==> src/gpp_consts.vh <==
/*
  Constants for the general-purpose pin port: register offsets, field
  positions, reset values and pin groupings.
  Assumes it is included by its bare name from the port's design files.
*/
`ifndef GPP_CONSTS_VH
`define GPP_CONSTS_VH

`define GPP_NPINS 20
`define GPP_AW 8
`define GPP_DW 32

`define GPP_OFF_DIR 8'h00
`define GPP_OFF_DOUT 8'h04
`define GPP_OFF_DIN 8'h08
`define GPP_OFF_ODRAIN 8'h0c
`define GPP_OFF_OSRC 8'h10
`define GPP_OFF_FILT 8'h14
`define GPP_OFF_RISE 8'h18
`define GPP_OFF_FALL 8'h1c
`define GPP_OFF_IFLAG 8'h20
`define GPP_OFF_IFCLR 8'h24
`define GPP_OFF_IEN 8'h28
`define GPP_OFF_WAKE 8'h2c
`define GPP_OFF_WPOL 8'h30
`define GPP_OFF_SWAKE 8'h34
`define GPP_OFF_ROUTE0 8'h38
`define GPP_OFF_ROUTE1 8'h3c

`define GPP_RT_PIN_MSB 4
`define GPP_RT_PIN_LSB 0
`define GPP_RT_EN_BIT 8
`define GPP_RT_MASK 32'h0000011f

`define GPP_RST_PINS 20'h00000
`define GPP_RST_ROUTE 32'h00000000
`define GPP_RST_OE_N 20'hfffff

`define GPP_PORT_AB_MASK 20'h007ff
`define GPP_PORT_CD_MASK 20'hff800
`define GPP_SHUTOFF_CAP_MASK 20'h00249

`define GPP_FILT_TAPS 2

`endif

==> src/gpp_infilt.v <==
/*
  Input conditioning for all pins: a two-stage synchronizer per pin,
  followed by an optional glitch filter that only passes a level that
  has been seen on three successive clock edges.
  Assumes pad inputs may be asynchronous to i_clk.
*/
`timescale 1ns/1ps
`include "gpp_consts.vh"

module gpp_infilt (
  input wire i_clk,
  input wire i_rst_n,
  input wire [`GPP_NPINS-1:0] i_pad,
  input wire [`GPP_NPINS-1:0] i_filt_en,
  output wire [`GPP_NPINS-1:0] o_level
);

  reg [`GPP_NPINS-1:0] meta_ff;
  reg [`GPP_NPINS-1:0] sync_ff;
  reg [`GPP_NPINS-1:0] hist1_ff;
  reg [`GPP_NPINS-1:0] hist2_ff;
  reg [`GPP_NPINS-1:0] level_ff;

  genvar g;
  generate
    for (g = 0; g < `GPP_NPINS; g = g + 1) begin : g_pin
      // The first stage feeds the second stage only.
      always @(posedge i_clk) begin
        if (!i_rst_n) begin
          meta_ff[g] <= 1'b0;
          sync_ff[g] <= 1'b0;
        end else begin
          meta_ff[g] <= i_pad[g];
          sync_ff[g] <= meta_ff[g];
        end
      end

      always @(posedge i_clk) begin
        if (!i_rst_n) begin
          hist1_ff[g] <= 1'b0;
          hist2_ff[g] <= 1'b0;
          level_ff[g] <= 1'b0;
        end else begin
          hist1_ff[g] <= sync_ff[g];
          hist2_ff[g] <= hist1_ff[g];
          if (!i_filt_en[g]) begin
            level_ff[g] <= sync_ff[g];
          end else if ((sync_ff[g] == hist1_ff[g]) && (hist1_ff[g] == hist2_ff[g])) begin
            level_ff[g] <= sync_ff[g];
          end
        end
      end
    end
  endgenerate

  assign o_level = level_ff;

endmodule // gpp_infilt

==> src/gpp_port.v <==
/*
  General-purpose pin port top: register file, per-pin drive modes,
  peripheral routing and override, input conditioning, edge interrupts,
  event outputs, and low-energy hold and wake behaviour.
  Assumes a plain register port with read data one cycle after the
  read strobe, and a power controller that drives the sleep inputs.
*/
// What this block does
// - Twenty pins, each separately set as input or output.
// - Per-pin open-drain, open-source and input glitch filter options.
// - A routed peripheral connection overrides the pin's software function.
// - Each peripheral connection can be placed on any selectable pin.
// - Sampled pin levels are offered to the event routing network.
// - Wake-enabled pin levels raise o_async_irq without a clock; edge interrupt flags are clocked.
// - First two ports keep working during deep sleep.
// - First two ports' pins can wake the device from deep sleep.
// - Third and fourth ports hold their state throughout deep sleep.
// - A small pin subset can wake the device from shutoff mode.
`timescale 1ns/1ps
`include "gpp_consts.vh"

module gpp_port (
  input wire i_clk,
  input wire i_rst_n,
  input wire [`GPP_AW-1:0] i_addr,
  input wire [`GPP_DW-1:0] i_wdata,
  input wire i_wr,
  input wire i_rd,
  output wire [`GPP_DW-1:0] o_rdata,
  input wire [`GPP_NPINS-1:0] i_pad_in,
  output wire [`GPP_NPINS-1:0] o_pad_out,
  output wire [`GPP_NPINS-1:0] o_pad_oe_n,
  input wire [1:0] i_per_out,
  input wire [1:0] i_per_oe,
  output wire [1:0] o_per_in,
  output wire [`GPP_NPINS-1:0] o_evt_level,
  input wire i_deep_sleep_mode,
  input wire i_shutoff_mode,
  output wire o_irq,
  output wire o_async_irq,
  output wire o_sleep_wake,
  output wire o_shutoff_wake
);

  // One-hot pin selected by a route register, zero when disabled.
  function [`GPP_NPINS-1:0] route_mask;
    input [`GPP_DW-1:0] r;
    integer k;
    begin
      route_mask = {`GPP_NPINS{1'b0}};
      for (k = 0; k < `GPP_NPINS; k = k + 1) begin
        if (r[`GPP_RT_EN_BIT] && (r[`GPP_RT_PIN_MSB:`GPP_RT_PIN_LSB] == k[4:0])) begin
          route_mask[k] = 1'b1;
        end
      end
    end
  endfunction

  reg [`GPP_NPINS-1:0] dir_ff;
  reg [`GPP_NPINS-1:0] dout_ff;
  reg [`GPP_NPINS-1:0] odrain_ff;
  reg [`GPP_NPINS-1:0] osrc_ff;
  reg [`GPP_NPINS-1:0] filt_ff;
  reg [`GPP_NPINS-1:0] rise_ff;
  reg [`GPP_NPINS-1:0] fall_ff;
  reg [`GPP_NPINS-1:0] iflag_ff;
  reg [`GPP_NPINS-1:0] ien_ff;
  reg [`GPP_NPINS-1:0] wake_ff;
  reg [`GPP_NPINS-1:0] wpol_ff;
  reg [`GPP_NPINS-1:0] swake_ff;
  reg [`GPP_DW-1:0] route0_ff;
  reg [`GPP_DW-1:0] route1_ff;
  reg [`GPP_DW-1:0] rdata_ff;
  reg [`GPP_NPINS-1:0] prev_ff;
  reg [`GPP_NPINS-1:0] pad_out_ff;
  reg [`GPP_NPINS-1:0] pad_oe_n_ff;

  reg [`GPP_DW-1:0] nxt_rdata;
  reg [`GPP_NPINS-1:0] nxt_iflag;
  reg [`GPP_NPINS-1:0] nxt_pad_out;
  reg [`GPP_NPINS-1:0] nxt_pad_oe_n;

  wire [`GPP_NPINS-1:0] din;
  wire [`GPP_NPINS-1:0] m0;
  wire [`GPP_NPINS-1:0] m1;
  wire [`GPP_NPINS-1:0] ovr;
  wire [`GPP_NPINS-1:0] per_val;
  wire [`GPP_NPINS-1:0] per_en;
  wire [`GPP_NPINS-1:0] val;
  wire [`GPP_NPINS-1:0] en;
  wire [`GPP_NPINS-1:0] drive;
  wire [`GPP_NPINS-1:0] edge_evt;
  wire [`GPP_NPINS-1:0] clr_bits;
  wire [`GPP_NPINS-1:0] pad_match;
  wire [`GPP_NPINS-1:0] hold_bits;
  wire wr_cmd;

  assign wr_cmd = i_wr;

  gpp_infilt u_infilt (
    .i_clk(i_clk),
    .i_rst_n(i_rst_n),
    .i_pad(i_pad_in),
    .i_filt_en(filt_ff),
    .o_level(din)
  );

  // Software-visible configuration.
  always @(posedge i_clk) begin
    if (!i_rst_n) begin
      dir_ff <= `GPP_RST_PINS;
      dout_ff <= `GPP_RST_PINS;
      odrain_ff <= `GPP_RST_PINS;
      osrc_ff <= `GPP_RST_PINS;
      filt_ff <= `GPP_RST_PINS;
      rise_ff <= `GPP_RST_PINS;
      fall_ff <= `GPP_RST_PINS;
      ien_ff <= `GPP_RST_PINS;
      wake_ff <= `GPP_RST_PINS;
      wpol_ff <= `GPP_RST_PINS;
      swake_ff <= `GPP_RST_PINS;
      route0_ff <= `GPP_RST_ROUTE;
      route1_ff <= `GPP_RST_ROUTE;
    end else if (wr_cmd) begin
      case (i_addr)
        `GPP_OFF_DIR: dir_ff <= i_wdata[`GPP_NPINS-1:0];
        `GPP_OFF_DOUT: dout_ff <= i_wdata[`GPP_NPINS-1:0];
        `GPP_OFF_ODRAIN: odrain_ff <= i_wdata[`GPP_NPINS-1:0];
        `GPP_OFF_OSRC: osrc_ff <= i_wdata[`GPP_NPINS-1:0];
        `GPP_OFF_FILT: filt_ff <= i_wdata[`GPP_NPINS-1:0];
        `GPP_OFF_RISE: rise_ff <= i_wdata[`GPP_NPINS-1:0];
        `GPP_OFF_FALL: fall_ff <= i_wdata[`GPP_NPINS-1:0];
        `GPP_OFF_IEN: ien_ff <= i_wdata[`GPP_NPINS-1:0];
        `GPP_OFF_WAKE: wake_ff <= i_wdata[`GPP_NPINS-1:0] & `GPP_PORT_AB_MASK;
        `GPP_OFF_WPOL: wpol_ff <= i_wdata[`GPP_NPINS-1:0];
        `GPP_OFF_SWAKE: swake_ff <= i_wdata[`GPP_NPINS-1:0] & `GPP_SHUTOFF_CAP_MASK;
        `GPP_OFF_ROUTE0: route0_ff <= i_wdata & `GPP_RT_MASK;
        `GPP_OFF_ROUTE1: route1_ff <= i_wdata & `GPP_RT_MASK;
        default: begin
        end
      endcase
    end
  end

  // Peripheral routing: connection 0 wins when both pick the same pin.
  assign m0 = route_mask(route0_ff);
  assign m1 = route_mask(route1_ff) & ~m0;
  assign ovr = m0 | m1;
  assign per_val = (m0 & {`GPP_NPINS{i_per_out[0]}}) | (m1 & {`GPP_NPINS{i_per_out[1]}});
  assign per_en = (m0 & {`GPP_NPINS{i_per_oe[0]}}) | (m1 & {`GPP_NPINS{i_per_oe[1]}});
  assign val = (ovr & per_val) | (~ovr & dout_ff);
  assign en = (ovr & per_en) | (~ovr & dir_ff);

  // Open-drain drives only low, open-source only high; open-drain wins.
  assign drive = en & ((odrain_ff & ~val) | (~odrain_ff & osrc_ff & val) |
                       (~odrain_ff & ~osrc_ff));

  // During deep sleep the third and fourth ports keep their entry state.
  assign hold_bits = i_deep_sleep_mode ? `GPP_PORT_CD_MASK : {`GPP_NPINS{1'b0}};

  always @* begin
    nxt_pad_out = (hold_bits & pad_out_ff) | (~hold_bits & val);
    nxt_pad_oe_n = (hold_bits & pad_oe_n_ff) | (~hold_bits & ~drive);
  end

  always @(posedge i_clk) begin
    if (!i_rst_n) begin
      pad_out_ff <= `GPP_RST_PINS;
      pad_oe_n_ff <= `GPP_RST_OE_N;
    end else begin
      pad_out_ff <= nxt_pad_out;
      pad_oe_n_ff <= nxt_pad_oe_n;
    end
  end

  assign o_pad_out = pad_out_ff;
  assign o_pad_oe_n = pad_oe_n_ff;

  // Routed pins feed their level back to the owning peripheral.
  assign o_per_in[0] = |(m0 & din);
  assign o_per_in[1] = |(m1 & din);
  assign o_evt_level = din;

  // Edge flags are sticky; a new edge beats a clear in the same cycle.
  assign edge_evt = (rise_ff & din & ~prev_ff) | (fall_ff & ~din & prev_ff);
  assign clr_bits = (wr_cmd && (i_addr == `GPP_OFF_IFCLR)) ?
                    i_wdata[`GPP_NPINS-1:0] : {`GPP_NPINS{1'b0}};

  always @* begin
    nxt_iflag = (iflag_ff & ~clr_bits) | edge_evt;
  end

  always @(posedge i_clk) begin
    if (!i_rst_n) begin
      prev_ff <= `GPP_RST_PINS;
      iflag_ff <= `GPP_RST_PINS;
    end else begin
      prev_ff <= din;
      iflag_ff <= nxt_iflag;
    end
  end

  assign o_irq = |(iflag_ff & ien_ff);

  // Clockless pad-level detection for interrupts and wake-up.
  assign pad_match = ~(i_pad_in ^ wpol_ff);
  assign o_async_irq = |(wake_ff & pad_match);
  assign o_sleep_wake = i_deep_sleep_mode & (|(wake_ff & pad_match));
  assign o_shutoff_wake = i_shutoff_mode & (|(swake_ff & pad_match));

  // Register read port: data stands in the cycle after the strobe.
  always @* begin
    nxt_rdata = {`GPP_DW{1'b0}};
    if (i_rd) begin
      case (i_addr)
        `GPP_OFF_DIR: nxt_rdata[`GPP_NPINS-1:0] = dir_ff;
        `GPP_OFF_DOUT: nxt_rdata[`GPP_NPINS-1:0] = dout_ff;
        `GPP_OFF_DIN: nxt_rdata[`GPP_NPINS-1:0] = din;
        `GPP_OFF_ODRAIN: nxt_rdata[`GPP_NPINS-1:0] = odrain_ff;
        `GPP_OFF_OSRC: nxt_rdata[`GPP_NPINS-1:0] = osrc_ff;
        `GPP_OFF_FILT: nxt_rdata[`GPP_NPINS-1:0] = filt_ff;
        `GPP_OFF_RISE: nxt_rdata[`GPP_NPINS-1:0] = rise_ff;
        `GPP_OFF_FALL: nxt_rdata[`GPP_NPINS-1:0] = fall_ff;
        `GPP_OFF_IFLAG: nxt_rdata[`GPP_NPINS-1:0] = iflag_ff;
        `GPP_OFF_IEN: nxt_rdata[`GPP_NPINS-1:0] = ien_ff;
        `GPP_OFF_WAKE: nxt_rdata[`GPP_NPINS-1:0] = wake_ff;
        `GPP_OFF_WPOL: nxt_rdata[`GPP_NPINS-1:0] = wpol_ff;
        `GPP_OFF_SWAKE: nxt_rdata[`GPP_NPINS-1:0] = swake_ff;
        `GPP_OFF_ROUTE0: nxt_rdata = route0_ff;
        `GPP_OFF_ROUTE1: nxt_rdata = route1_ff;
        default: nxt_rdata = {`GPP_DW{1'b0}};
      endcase
    end
  end

  always @(posedge i_clk) begin
    if (!i_rst_n) begin
      rdata_ff <= {`GPP_DW{1'b0}};
    end else begin
      rdata_ff <= nxt_rdata;
    end
  end

  assign o_rdata = rdata_ff;

endmodule // gpp_port

==> config.mk <==
export PLATFORM = sky130hd
export DESIGN_NAME = gpp_port
export DESIGN_NICKNAME = d
export VERILOG_FILES = /design/src/gpp_infilt.v /design/src/gpp_port.v
export VERILOG_INCLUDE_DIRS = /design/src /design/src/src
export SDC_FILE = /design/constraint.sdc
export NUM_CORES = 1
export LEC_CHECK = 0
export BUFFER_PORTS_ARGS = -buffer_cell sky130_fd_sc_hd__buf_2
export CAP_MARGIN = 20
export CORE_ASPECT_RATIO = 1.5
export CORE_MARGIN = 4
export CORE_UTILIZATION = 50
export CTS_BUF_LIST = sky130_fd_sc_hd__clkbuf_16
export CTS_CLUSTER_SIZE = 16
export DETAILED_ROUTE_END_ITERATION = 12
export PLACE_DENSITY = 0.69
export SLEW_MARGIN = 20
export SYNTH_ARGS = -nofsm -noshare
export SYNTH_HDL_FRONTEND = slang
export SYNTH_SLANG_ARGS = --single-unit
==> constraint.sdc <==
create_clock -name i_clk -period 4.36 [get_ports i_clk]
set_input_delay 0.218 -clock i_clk [delete_from_list [all_inputs] [get_ports i_clk]]
set_output_delay 0.218 -clock i_clk [all_outputs]
set_load 0.02 [all_outputs]
### Yosys cells after proc, flatten, opt, wreduce, memory -nomap -nowiden

Index checks and enable logic that the tools add are counted.
W data, S select, Z words.

* eq/ne operators: 113
* reductions and logical operators: 83
* bitwise logic cells: 53
* multiplexer cells: 83

Operators with widths (count)
* $and A20 B20 Y20: 26
* $pmux W20 S15: 1
* $not A20 Y20: 11
* $or A20 B20 Y20: 11
* $reduce_or A20 Y1: 5
* $eq A5 B4 Y1 const B: 16
* $mux W1: 80
* $eq A8 B6 Y1 const B: 8
* $logic_and A1 B1 Y1: 61
* $eq A1 B1 Y1: 40
* $eq A5 B3 Y1 const B: 8
* $eq A5 B5 Y1 const B: 8
* $mux W20: 2
* $ne A2 B1 Y1 const B: 20
* $eq A8 B5 Y1 const B: 4
* $reduce_and A2 Y1: 14
* $and A10 B20 Y20: 1
* $and A11 B20 Y20: 1
* $eq A5 B2 Y1 const B: 4
* $xor A20 B20 Y20: 1
* $eq A8 B4 Y1 const B: 2
* $eq A5 B1 Y1 const B: 2
* $logic_not A5 Y1: 2
* $eq A8 B3 Y1 const B: 1
* 2 further kinds: 3

* word-level logic and storage cells: 450
* register bits: 407
* output and inout port bits: 98
* bits of input ports: 70

### Depth between registers and ports, before layout

Gate-level depths: netlist of the first run.

* depth in word-level cells: 17
* depth in mapped cells: 9
* gate-level depth less buffers: 5

### Cells and area by module

A second synthesis of the first run with hierarchy kept.

* cell total of the unflattened synthesis: 2262
* area total of the unflattened synthesis: 18177.4 µm²

Modules (own cells, without submodules)
* gpp_port: sequential area each 6145.9 µm², area each 14908.0 µm², instances 1, cells each 1951
* gpp_infilt: sequential area each 2001.9 µm², area each 3269.4 µm², instances 1, cells each 311

### Least setup slack after synthesis of the first run

No wires, ideal clock.

* kind: register to output
* from: register route0_ff[4]
* to: output o_per_in[1]
* arrival time: 1817 ps
* stages on the path, launching flop included: 8
* data required time: 4142 ps
* path slack: 2325 ps
* path buffers: 2
* cell sequence: dfxtp_1 buf_6 or4b_1 buf_4 o2111ai_1 o21ai_0 nor4_1 nand4_1

* longest elaborated chain between the ends: 7
* elaborated cells between the ends (all ways): 64
* those cells by class: eq/ne (19); mux (20); bitwise (3); reduce/logical (22)

RTL lines
* start: declaration: RTL line gpp_port.v:71 `` reg [`GPP_DW-1:0] route0_ff; ``
* start signal: assignment: RTL line gpp_port.v:122 `` route0_ff <= `GPP_RST_ROUTE; ``
* start signal: assignment: RTL line gpp_port.v:137 `` `GPP_OFF_ROUTE0: route0_ff <= i_wdata & `GPP_RT_MASK; ``
* $eq A5 B1 Y1 (tied with other cells): RTL line gpp_port.v:52 `` if (r[`GPP_RT_EN_BIT] && (r[`GPP_RT_PIN_MSB:`GPP_RT_PIN_LSB] == k[4:0])) begin ``
* $logic_and A1 B1 Y1: RTL line gpp_port.v:52
* $mux W1: RTL line gpp_port.v:52
* $not A20 Y20 (*): RTL line gpp_port.v:147 `assign m1 = route_mask(route1_ff) & ~m0;`
* $and A20 B20 Y20 (*): RTL line gpp_port.v:147
* $and A20 B20 Y20 (*): RTL line gpp_port.v:181 `assign o_per_in[1] = |(m1 & din);`
* $reduce_or A20 Y1 (*): RTL line gpp_port.v:181
* end: declaration: RTL line gpp_port.v:35 `output wire [1:0] o_per_in,`

Mark *: on every way between the ends. The rest lies on a longest branch, timed or not.

### Final worst setup path of the first run

* from: register route0_ff[8]
* to: output o_per_in[1]

* longest elaborated chain between the ends: 6
* elaborated cells between the ends (all ways): 44
* those cells by class: mux (20); bitwise (3); reduce/logical (21)

RTL lines (RTL line)
* $logic_and A1 B1 Y1: gpp_port.v:52
* $mux W1: gpp_port.v:52
* $not A20 Y20 (*): gpp_port.v:147
* $and A20 B20 Y20 (*): gpp_port.v:147
* $and A20 B20 Y20 (*): gpp_port.v:181
* $reduce_or A20 Y1 (*): gpp_port.v:181

Marked as above.

==> results of run 1 <==
[power by group]
group          total (uW)  leakage, uW  switching, uW  internal, uW
combinational         364      0.00314            265          98.7
sequential           3800      0.00329           38.9          3760
clock                3470     0.000651           1520          1960
total                7630      0.00708           1820          5810
[per-stage QoR]
step                      total power [uW]  setup slack [ps]  cell area, um2  hold slack [ps]
after floorplan                       4090              2320           18400              340
after global placement                4210              1540           19000              413
after detailed placement              4220              1440           19000              417
after CTS                             7650              1040           20400             7.46
after global routing                  7810               837           20500             21.9
final                                 7630               880           20500             32.8
[logic make-up (layout without fill, tap and decap cells)]
logic type      after synthesis  count (layout)
other cells                   1              14
compound gates              589             589
flops                       407             407
mux                          66              66
buf+inv                     207             278
simple gates                970             970
xor+xnor                     11              11
[metal layers]
| layer | global-route usage, % | up-vias | part of all wire (%) |
|---|---|---|---|
| met3 | 5.34 | 234 | 8.8 |
| met1 | 42.7 | 8121 | 38 |
| li1 | - | 7921 | - |
| met2 | 52.9 | 951 | 46 |
| met5 | 0 | - | 0.050 |
| met4 | 19.4 | 6 | 6.7 |
[cell usage after synthesis, drive strengths merged (2+ instances only)]
master   count  area [um2]
mux4         5         124
a22oi       43         323
o22ai       39         244
xnor2       11        96.3
nor4b        5        77.6
nor3        22         136
a222oi      11         110
o2111ai     14         123
nor4bb       3        30.0
o21ai       69         345
a21boi      21         158
nor2        83         329
nand3       69         350
a311oi       4        35.0
buf        102         683
nand2b       5        31.3
mux2         9         101
or4b        10         111
nand2      591        2220
a211o        5        43.8
and4bb       5        62.6
a31o         3        26.3
inv          7        26.3
nand4bb      5        56.3
nand4       10        62.6
clkbuf      98         373
mux2i       52         521
a32oi        2        17.5
o21a        40         300
and3        11        68.8
nor2b       11        68.8
a221oi      29         254
nand4b       2        17.5
a22o        22         193
a21oi      246        1250
a31oi       37         231
nor4         3        33.8
and4         2        17.5
and4b        2        20.0
or3b         8        70.1
or2          2        12.5
dfxtp      407        8150
and2       117         736
[worst min-delay path: cells and delay by family]
| kind | cells | cell delay (ps) |
|---|---|---|
| buf+inv | 1 | 180 |
| simple gates | 1 | 80 |
| compound gates | 1 | 50 |
[worst min-delay path by stage]
stage / start / to / slack, ps / depth (start not counted)
2_1_floorplan: i_pad_in[0] / u_infilt.meta_ff[0]$_SDFF_PN0_ / 340 / 1
3_3_place_gp: u_infilt.meta_ff[16]$_SDFF_PN0_ / u_infilt.sync_ff[16]$_SDFF_PN0_ / 410 / 1
3_5_place_dp: u_infilt.meta_ff[12]$_SDFF_PN0_ / u_infilt.sync_ff[12]$_SDFF_PN0_ / 420 / 1
4_1_cts: i_wdata[19] / ien_ff[19]$_SDFFE_PN0P_ / 7 / 3
5_1_grt: i_wdata[19] / ien_ff[19]$_SDFFE_PN0P_ / 20 / 3
6_report: i_wdata[16] / ien_ff[16]$_SDFFE_PN0P_ / 30 / 3
[cell type report]
cell class / instances / area share [%]
well taps: 478 / 2.92
repair buffers: 200 / 5.91
clock inverters: 30 / 1.32
clock buffers: 41 / 5.02
multi-input cells: 1648 / 44.8
diodes: 2 / 0.0245
flip-flops and latches: 407 / 39.8
inverters: 7 / 0.153
[repair_timing]
item,CTS,global route
endpoints found under the setup margin,0,0
hold buffers,20,0
endpoints found under the hold margin,20,0
==> summary.txt, run 1 <==
Status
  – Status: finished clean

Worst setup path
  – Worst Path Arrival: 3260 ps
  – Worst setup endpoint: o_per_in[1]
  – Crit path buffers/inverters: 1
  – Required @ worst endpoint: 4140 ps
  – Delay of the slowest critical-path stage: 700 ps
  – Worst Path Max Fanout: 12
  – Crit path launch: route0_ff[8]$_SDFFE_PN0P_
  – Crit-path cells: or4b_1 > o2111ai_1 > o21ai_0 > nor4_1 > nand4_1 > buf_2
  – Reg2reg path depth: 5
  – CP top delay family: simple AND/OR/NAND/NOR gates
  – Reg-to-Reg End: o_pad_oe_n[10]$_SDFF_PN1_
  – Reg-to-reg slack, setup: 1800 ps
  – Critical path depth: 6
  – WS Path Type: reg -> out
  – Critical Path Sink Type: output pin
  – Startpoint of the worst register-to-register path: route1_ff[1]$_SDFFE_PN0P_
  – Critical Path Source Type: register
  – CP max stage cell: or4b_1

Detailed routing
  – DRC errors left: 0
  – ANT nets after route: 0
  – Via count: 17233
  – Drt first pass iters: 6
  – Iter 0 DRT Violations: 1819
  – Final WL: 68600 um
  – Wire length per cell: 24.4 um
  – Vias per cell: 6.13

CTS
  – Clock sinks: 407
  – Total CTS buffers: 41
  – CTS max path bufs: 3
  – Post-CTS setup buffer count: 0
  – Clk pin slew, worst setup/hold paths: 70 ps
  – Clock Tree Root: clkbuf_16
  – H-Tree Depth: 2
  – TritonCTS clock tree: yes
  – Post-CTS Resized: 0
  – Skew-Pair Late Insertion Delay: 560 ps

STA
  – FMAX: 287 MHz
  – RSZ-0062 raised after global routing: false
  – Setup TNS: 0 ps
  – Fin. max-slew vios: 0
  – Relative slew slack: 16.9%
  – Final min period: 3480 ps
  – Worst Tran Pin Value: 1240 ps
  – Fin crit share: 79.8%
  – Final Skew: 23.4 ps
  – Final Hold Viols: 0
  – Setup violations, final: 0

Floorplanning
  – Die Span X: 164 um
  – Core Area: 36100 um2
  – FP Rows: 85
  – Die Ht: 242 um
  – Initial Util: 50.8%
  – Die area: 39800 um2
  – I/O pin total: 168

Layout
  – Area grow syn2layout: 11.7%
  – Nets: 2375
  – Sequential cell area: 8150 um2
  – Layout cells sized above 1: 12.4%
  – Most common cell after layout, fill and taps aside: nand2_1
  – Commonest non-fill, non-tap cells in the layout: nand2_1, dfxtp_1, a21oi_1
  – Finished Layout Cells: 2813
  – FILL cells: 3392
  – Multi-input gate area: 9170 um2
  – Final core utilization: 56.7%

Placed design
  – Placed Cells: 2720
  – DP HPWL: 49200 um
  – GP Congestion: 1.03
  – Port bufs: 143

Yosys
  – Syn Inst Count: 2251
  – Number of distinct library cells after synthesis: 74
  – Flops & latches, synth: 407
  – Post-synth top flop: dfxtp_1
  – Post-Synth Simple-Gate Area: 24.8%
  – Post-synth ARST share: 0%
  – Synth Cell Area: 18300 um2
  – Mapped Avg Cell Area: 8.13 um2
  – Yosys warning total: 0
  – Synth Area in XOR/XNOR: 0.526%
  – Number of synthesized flops with an enable pin: 0
  – Synth Area in Compound Gates: 20.2%
  – Sequential fraction of the synthesis area: 44.5%
  – Synth Area in Adders: 0%
  – Largest family of logic cells by synthesized area: simple AND/OR/NAND/NOR gates
  – Mux share of post-synthesis cell area: 4.07%

Global route
  – GRT Overall Usage: 33.4%
  – Vias in the first global route: 16349
  – Pin count of the biggest net entering global routing: 94
  – First-pass GRT wire length: 102000 um
  – Gr ovfl total: 0
  – Initial antenna violation count: 4

Power and ir drop
  – PD cells: 373 nW/um2
  – Peak VDD IR: 0.000323 V
  – Leak: 0.00708 uW

Hold path
  – Hold WC Path Type: in -> reg

Run
  – Max-cap violation count: 0
Note: power is estimated with default switching activity, not from simulation.
==> inputs of run 2 (changes only) <==
- PLACE_DENSITY: 0.69 -> 0.72
- clock period: 4.36 -> 2.85 ns (I/O delays scaled with it)
==> run 2 against run 1 <==
Net effect:
- final area up 3.0%
- wire length up 4.2%
- critical path type unchanged
- global-route usage up 1.4 points
- critical path depth up 2
- utilization up 1.7 points
- worst hold slack better by 6.9 ps
- largest cell class unchanged
- register-to-register slack worse by 1200 ps
- worst setup slack worse by 840 ps
- sequential share of layout area down 1.1 points
- combinational power up 69%
==> summary.txt, run 2 (synthesized netlist as in run 1, its figures left out) <==
Power and ir drop
  – Clock network power share: 44.7% (was 45.5%)
  – Leak: 0.00743 uW (was 0.00708 uW)
  – Cell Int Power: 8830 uW (was 5810 uW)
  – Switching power: 2760 uW (was 1820 uW)
  – PD cells: 550 nW/um2 (was 373 nW/um2)
  – Part of the power in registers: 50.0% (was 49.7%)
  – Peak VDD IR: 0.000556 V (was 0.000323 V)
  – Switching share of total power: 23.8% (about the same)
  – Logic pwr share: 5.3% (was 4.8%)

Worst setup path
  – Crit path launch: route0_ff[8]$_SDFFE_PN0P_ (unchanged)
  – CP top delay family: simple AND/OR/NAND/NOR gates (unchanged)
  – CP dominant cell by count: buf_4
  – Critical Path Sink Type: output pin (unchanged)
  – Worst Path Max Fanout: 8 (was 12)
  – CP max stage cell: dfxtp_1 (was or4b_1)
  – Crit path buffers/inverters: 3 (was 1)
  – Critical Path Source Type: register (unchanged)
  – Startpoint of the worst register-to-register path: route1_ff[4]$_SDFFE_PN0P_ (was route1_ff[1]$_SDFFE_PN0P_)
  – Crit-path cells: buf_4 > nand4bb_1 > nor2_2 > o22ai_1 > nor4_1 > buf_4 > nand4_1 > buf_2 (was or4b_1 > o2111ai_1 > o21ai_0 > nor4_1 > nand4_1 > buf_2)
  – WS Path Type: reg -> out (unchanged)
  – Reg2reg path depth: 5 (unchanged)
  – Worst Path Arrival: 2670 ps (was 3260 ps)
  – Delay of the slowest critical-path stage: 440 ps (was 700 ps)
  – Reg-to-reg slack, setup: 560 ps (was 1800 ps)
  – Required @ worst endpoint: 2710 ps (was 4140 ps)

Layout
  – Finished Layout Cells: 2882 (was 2813)
  – Nets: 2439 (was 2375)
  – FILL cells: 3241 (was 3392)
  – Layout cells sized above 1: 14.5% (was 12.4%)
  – Area grow syn2layout: 15.1% (was 11.7%)
  – Design area: 21100 um2 (was 20500 um2)
  – Most common cell after layout, fill and taps aside: nand2_1 (unchanged)
  – Commonest non-fill, non-tap cells in the layout: nand2_1, dfxtp_1, a21oi_1 (unchanged)

Floorplanning
  – Die area: 39800 um2 (unchanged)
  – FP Rows: 85 (unchanged)
  – Initial Util: 50.8% (unchanged)
  – Die Ht: 242 um (unchanged)
  – I/O pin total: 168 (unchanged)
  – Die Span X: 164 um (unchanged)
  – Core Area: 36100 um2 (unchanged)

Hold path
  – Hold wc startpoint: i_wdata[4] (was i_wdata[16])
  – WHS Endpoint: fall_ff[4]$_SDFFE_PN0P_ (was ien_ff[16]$_SDFFE_PN0P_)
  – Hold WC Path Type: in -> reg (unchanged)
  – Worst hold path cell count: 3 (unchanged)

STA
  – Fin crit share: 98.6%
  – Setup TNS: 0 ps (unchanged)
  – FMAX: 356 MHz
  – RSZ-0062 raised after global routing: false (unchanged)
  – Worst Tran Pin Value: 634 ps (was 1240 ps)
  – Relative slew slack: 57.7% (was 16.9%)
  – Final Hold Viols: 0 (unchanged)
  – Fin. max-slew vios: 0 (unchanged)
  – Final Skew: 21.4 ps (was 23.4 ps)
  – Setup violations, final: 0 (unchanged)
  – Final min period: 2810 ps

CTS
  – Clock sinks: 407 (unchanged)
  – TritonCTS clock tree: yes (unchanged)
  – Skew-Pair Late Insertion Delay: 560 ps (about the same)
  – Clock Tree Root: clkbuf_16 (unchanged)
  – H-Tree Depth: 2 (unchanged)
  – Clk pin slew, worst setup/hold paths: 60 ps (was 70 ps)
  – Total CTS buffers: 40 (was 41)
  – CTS max path bufs: 3 (unchanged)

Detailed routing
  – Drt first pass iters: 7 (was 6)
  – DRC errors left: 0 (unchanged)
  – Vias per cell: 6.09 (was 6.13)
  – Wire length per cell: 24.8 um (was 24.4 um)
  – Via count: 17565 (was 17233)
  – Iter 0 DRT Violations: 2118 (was 1819)
  – Final WL: 71400 um (was 68600 um)
  – ANT nets after route: 0 (unchanged)

Global route
  – Gr ovfl total: 0 (unchanged)
  – Pin count of the biggest net entering global routing: 94 (unchanged)
  – Initial antenna violation count: 5 (was 4)
  – First-pass GRT wire length: 105000 um (was 102000 um)
  – GRT Overall Usage: 34.8% (was 33.4%)
  – Vias in the first global route: 16541 (was 16349)

Status
  – Status: finished clean (unchanged)

Placed design
  – Placed Cells: 2765 (was 2720)
  – Port bufs: 143 (unchanged)
  – DP HPWL: 52200 um (was 49200 um)
  – Placed cell areas: 19400 um2 (was 19000 um2)
  – GP Congestion: 0.986 (was 1.03)

Run
  – Max-cap violation count: 0 (unchanged)
## run 2: cell count changes in the layout (fill, tap and decap cells not counted), sizes merged
| cell | before | now |
|---|---|---|
| buf | 180 | 226 |
| bufinv | 4 | 3 |
| clkinv | 15 | 19 |
| clkinvlp | 3 | 2 |
| diode | 2 | 3 |
| dlygate4sd3 | 20 | 39 |
| inv | 15 | 16 |
## run 2: how the worst max path moves through the flow
stage               slack (ps)           to  cells past startpoint
floorplan                  890  o_per_in[1]                      7
global placement           510  o_per_in[1]                      7
detailed placement         460  o_per_in[0]                      8
CTS                          9  o_per_in[1]                      7
global route                 2  o_per_in[1]                      6
finish                      40  o_per_in[1]                      8
## run 2: area by class of cell
type / instances / area [um2] / area share (%)
Multi-Input combinational cell: 1648 / 9190 / 43.6
Sequential cell: 407 / 8150 / 38.7
Timing Repair Buffer: 265 / 1820 / 8.63
Clock buffer: 41 / 1030 / 4.87
Tap cell: 478 / 598 / 2.84
Clock inverter: 33 / 243 / 1.15
Inverter: 7 / 31.3 / 0.148
Antenna cell: 3 / 7.51 / 0.0356
## run 2: routing by layer
layer / vias up / routed length, um / global-route usage (%)
li1: 8047 / - / -
met1: 8310 / 27800 / 45.4
met2: 993 / 33000 / 55.5
met3: 211 / 6300 / 5.23
met4: 4 / 4350 / 18.1
met5: - / 29 / 0
## run 2: timing repair
item	in CTS	in global routing
pin swaps	0	1
endpoints found under the setup margin	2	2
hold endpoints to repair	186	0
hold buffers	39	0
buffers inserted	0	1
resized for setup	4	7
## run 2: worst reg2reg max path, cell delays in order (launching register included)
cell       delay, ps
dfxtp_1          630
nand4bb_1        390
o21ai_0          290
a31oi_1          200
a221oi_1         490
o2111ai_1        160
## run 2: metrics by stage
stage,worst slack [ps],utilization (%),power (uW),hold WS (ps)
after floorplan,890,-,6250,264
after global placement,510,53.7,6480,347
after detailed placement,459,53.7,6480,352
after CTS,8.63,58.4,11600,11.9
after global routing,2.08,58.4,11900,41.9
final,38.6,58.4,11600,39.7
## run 2: power by group through the flow
stage               Combinational, uW  Sequential, uW  Clock [uW]
global placement                  552            5920           0
detailed placement                554            5930           0
floorplan                         334            5920           0
global route                      643            5800        5460
CTS                               597            5800        5230
finish                            615            5800        5180
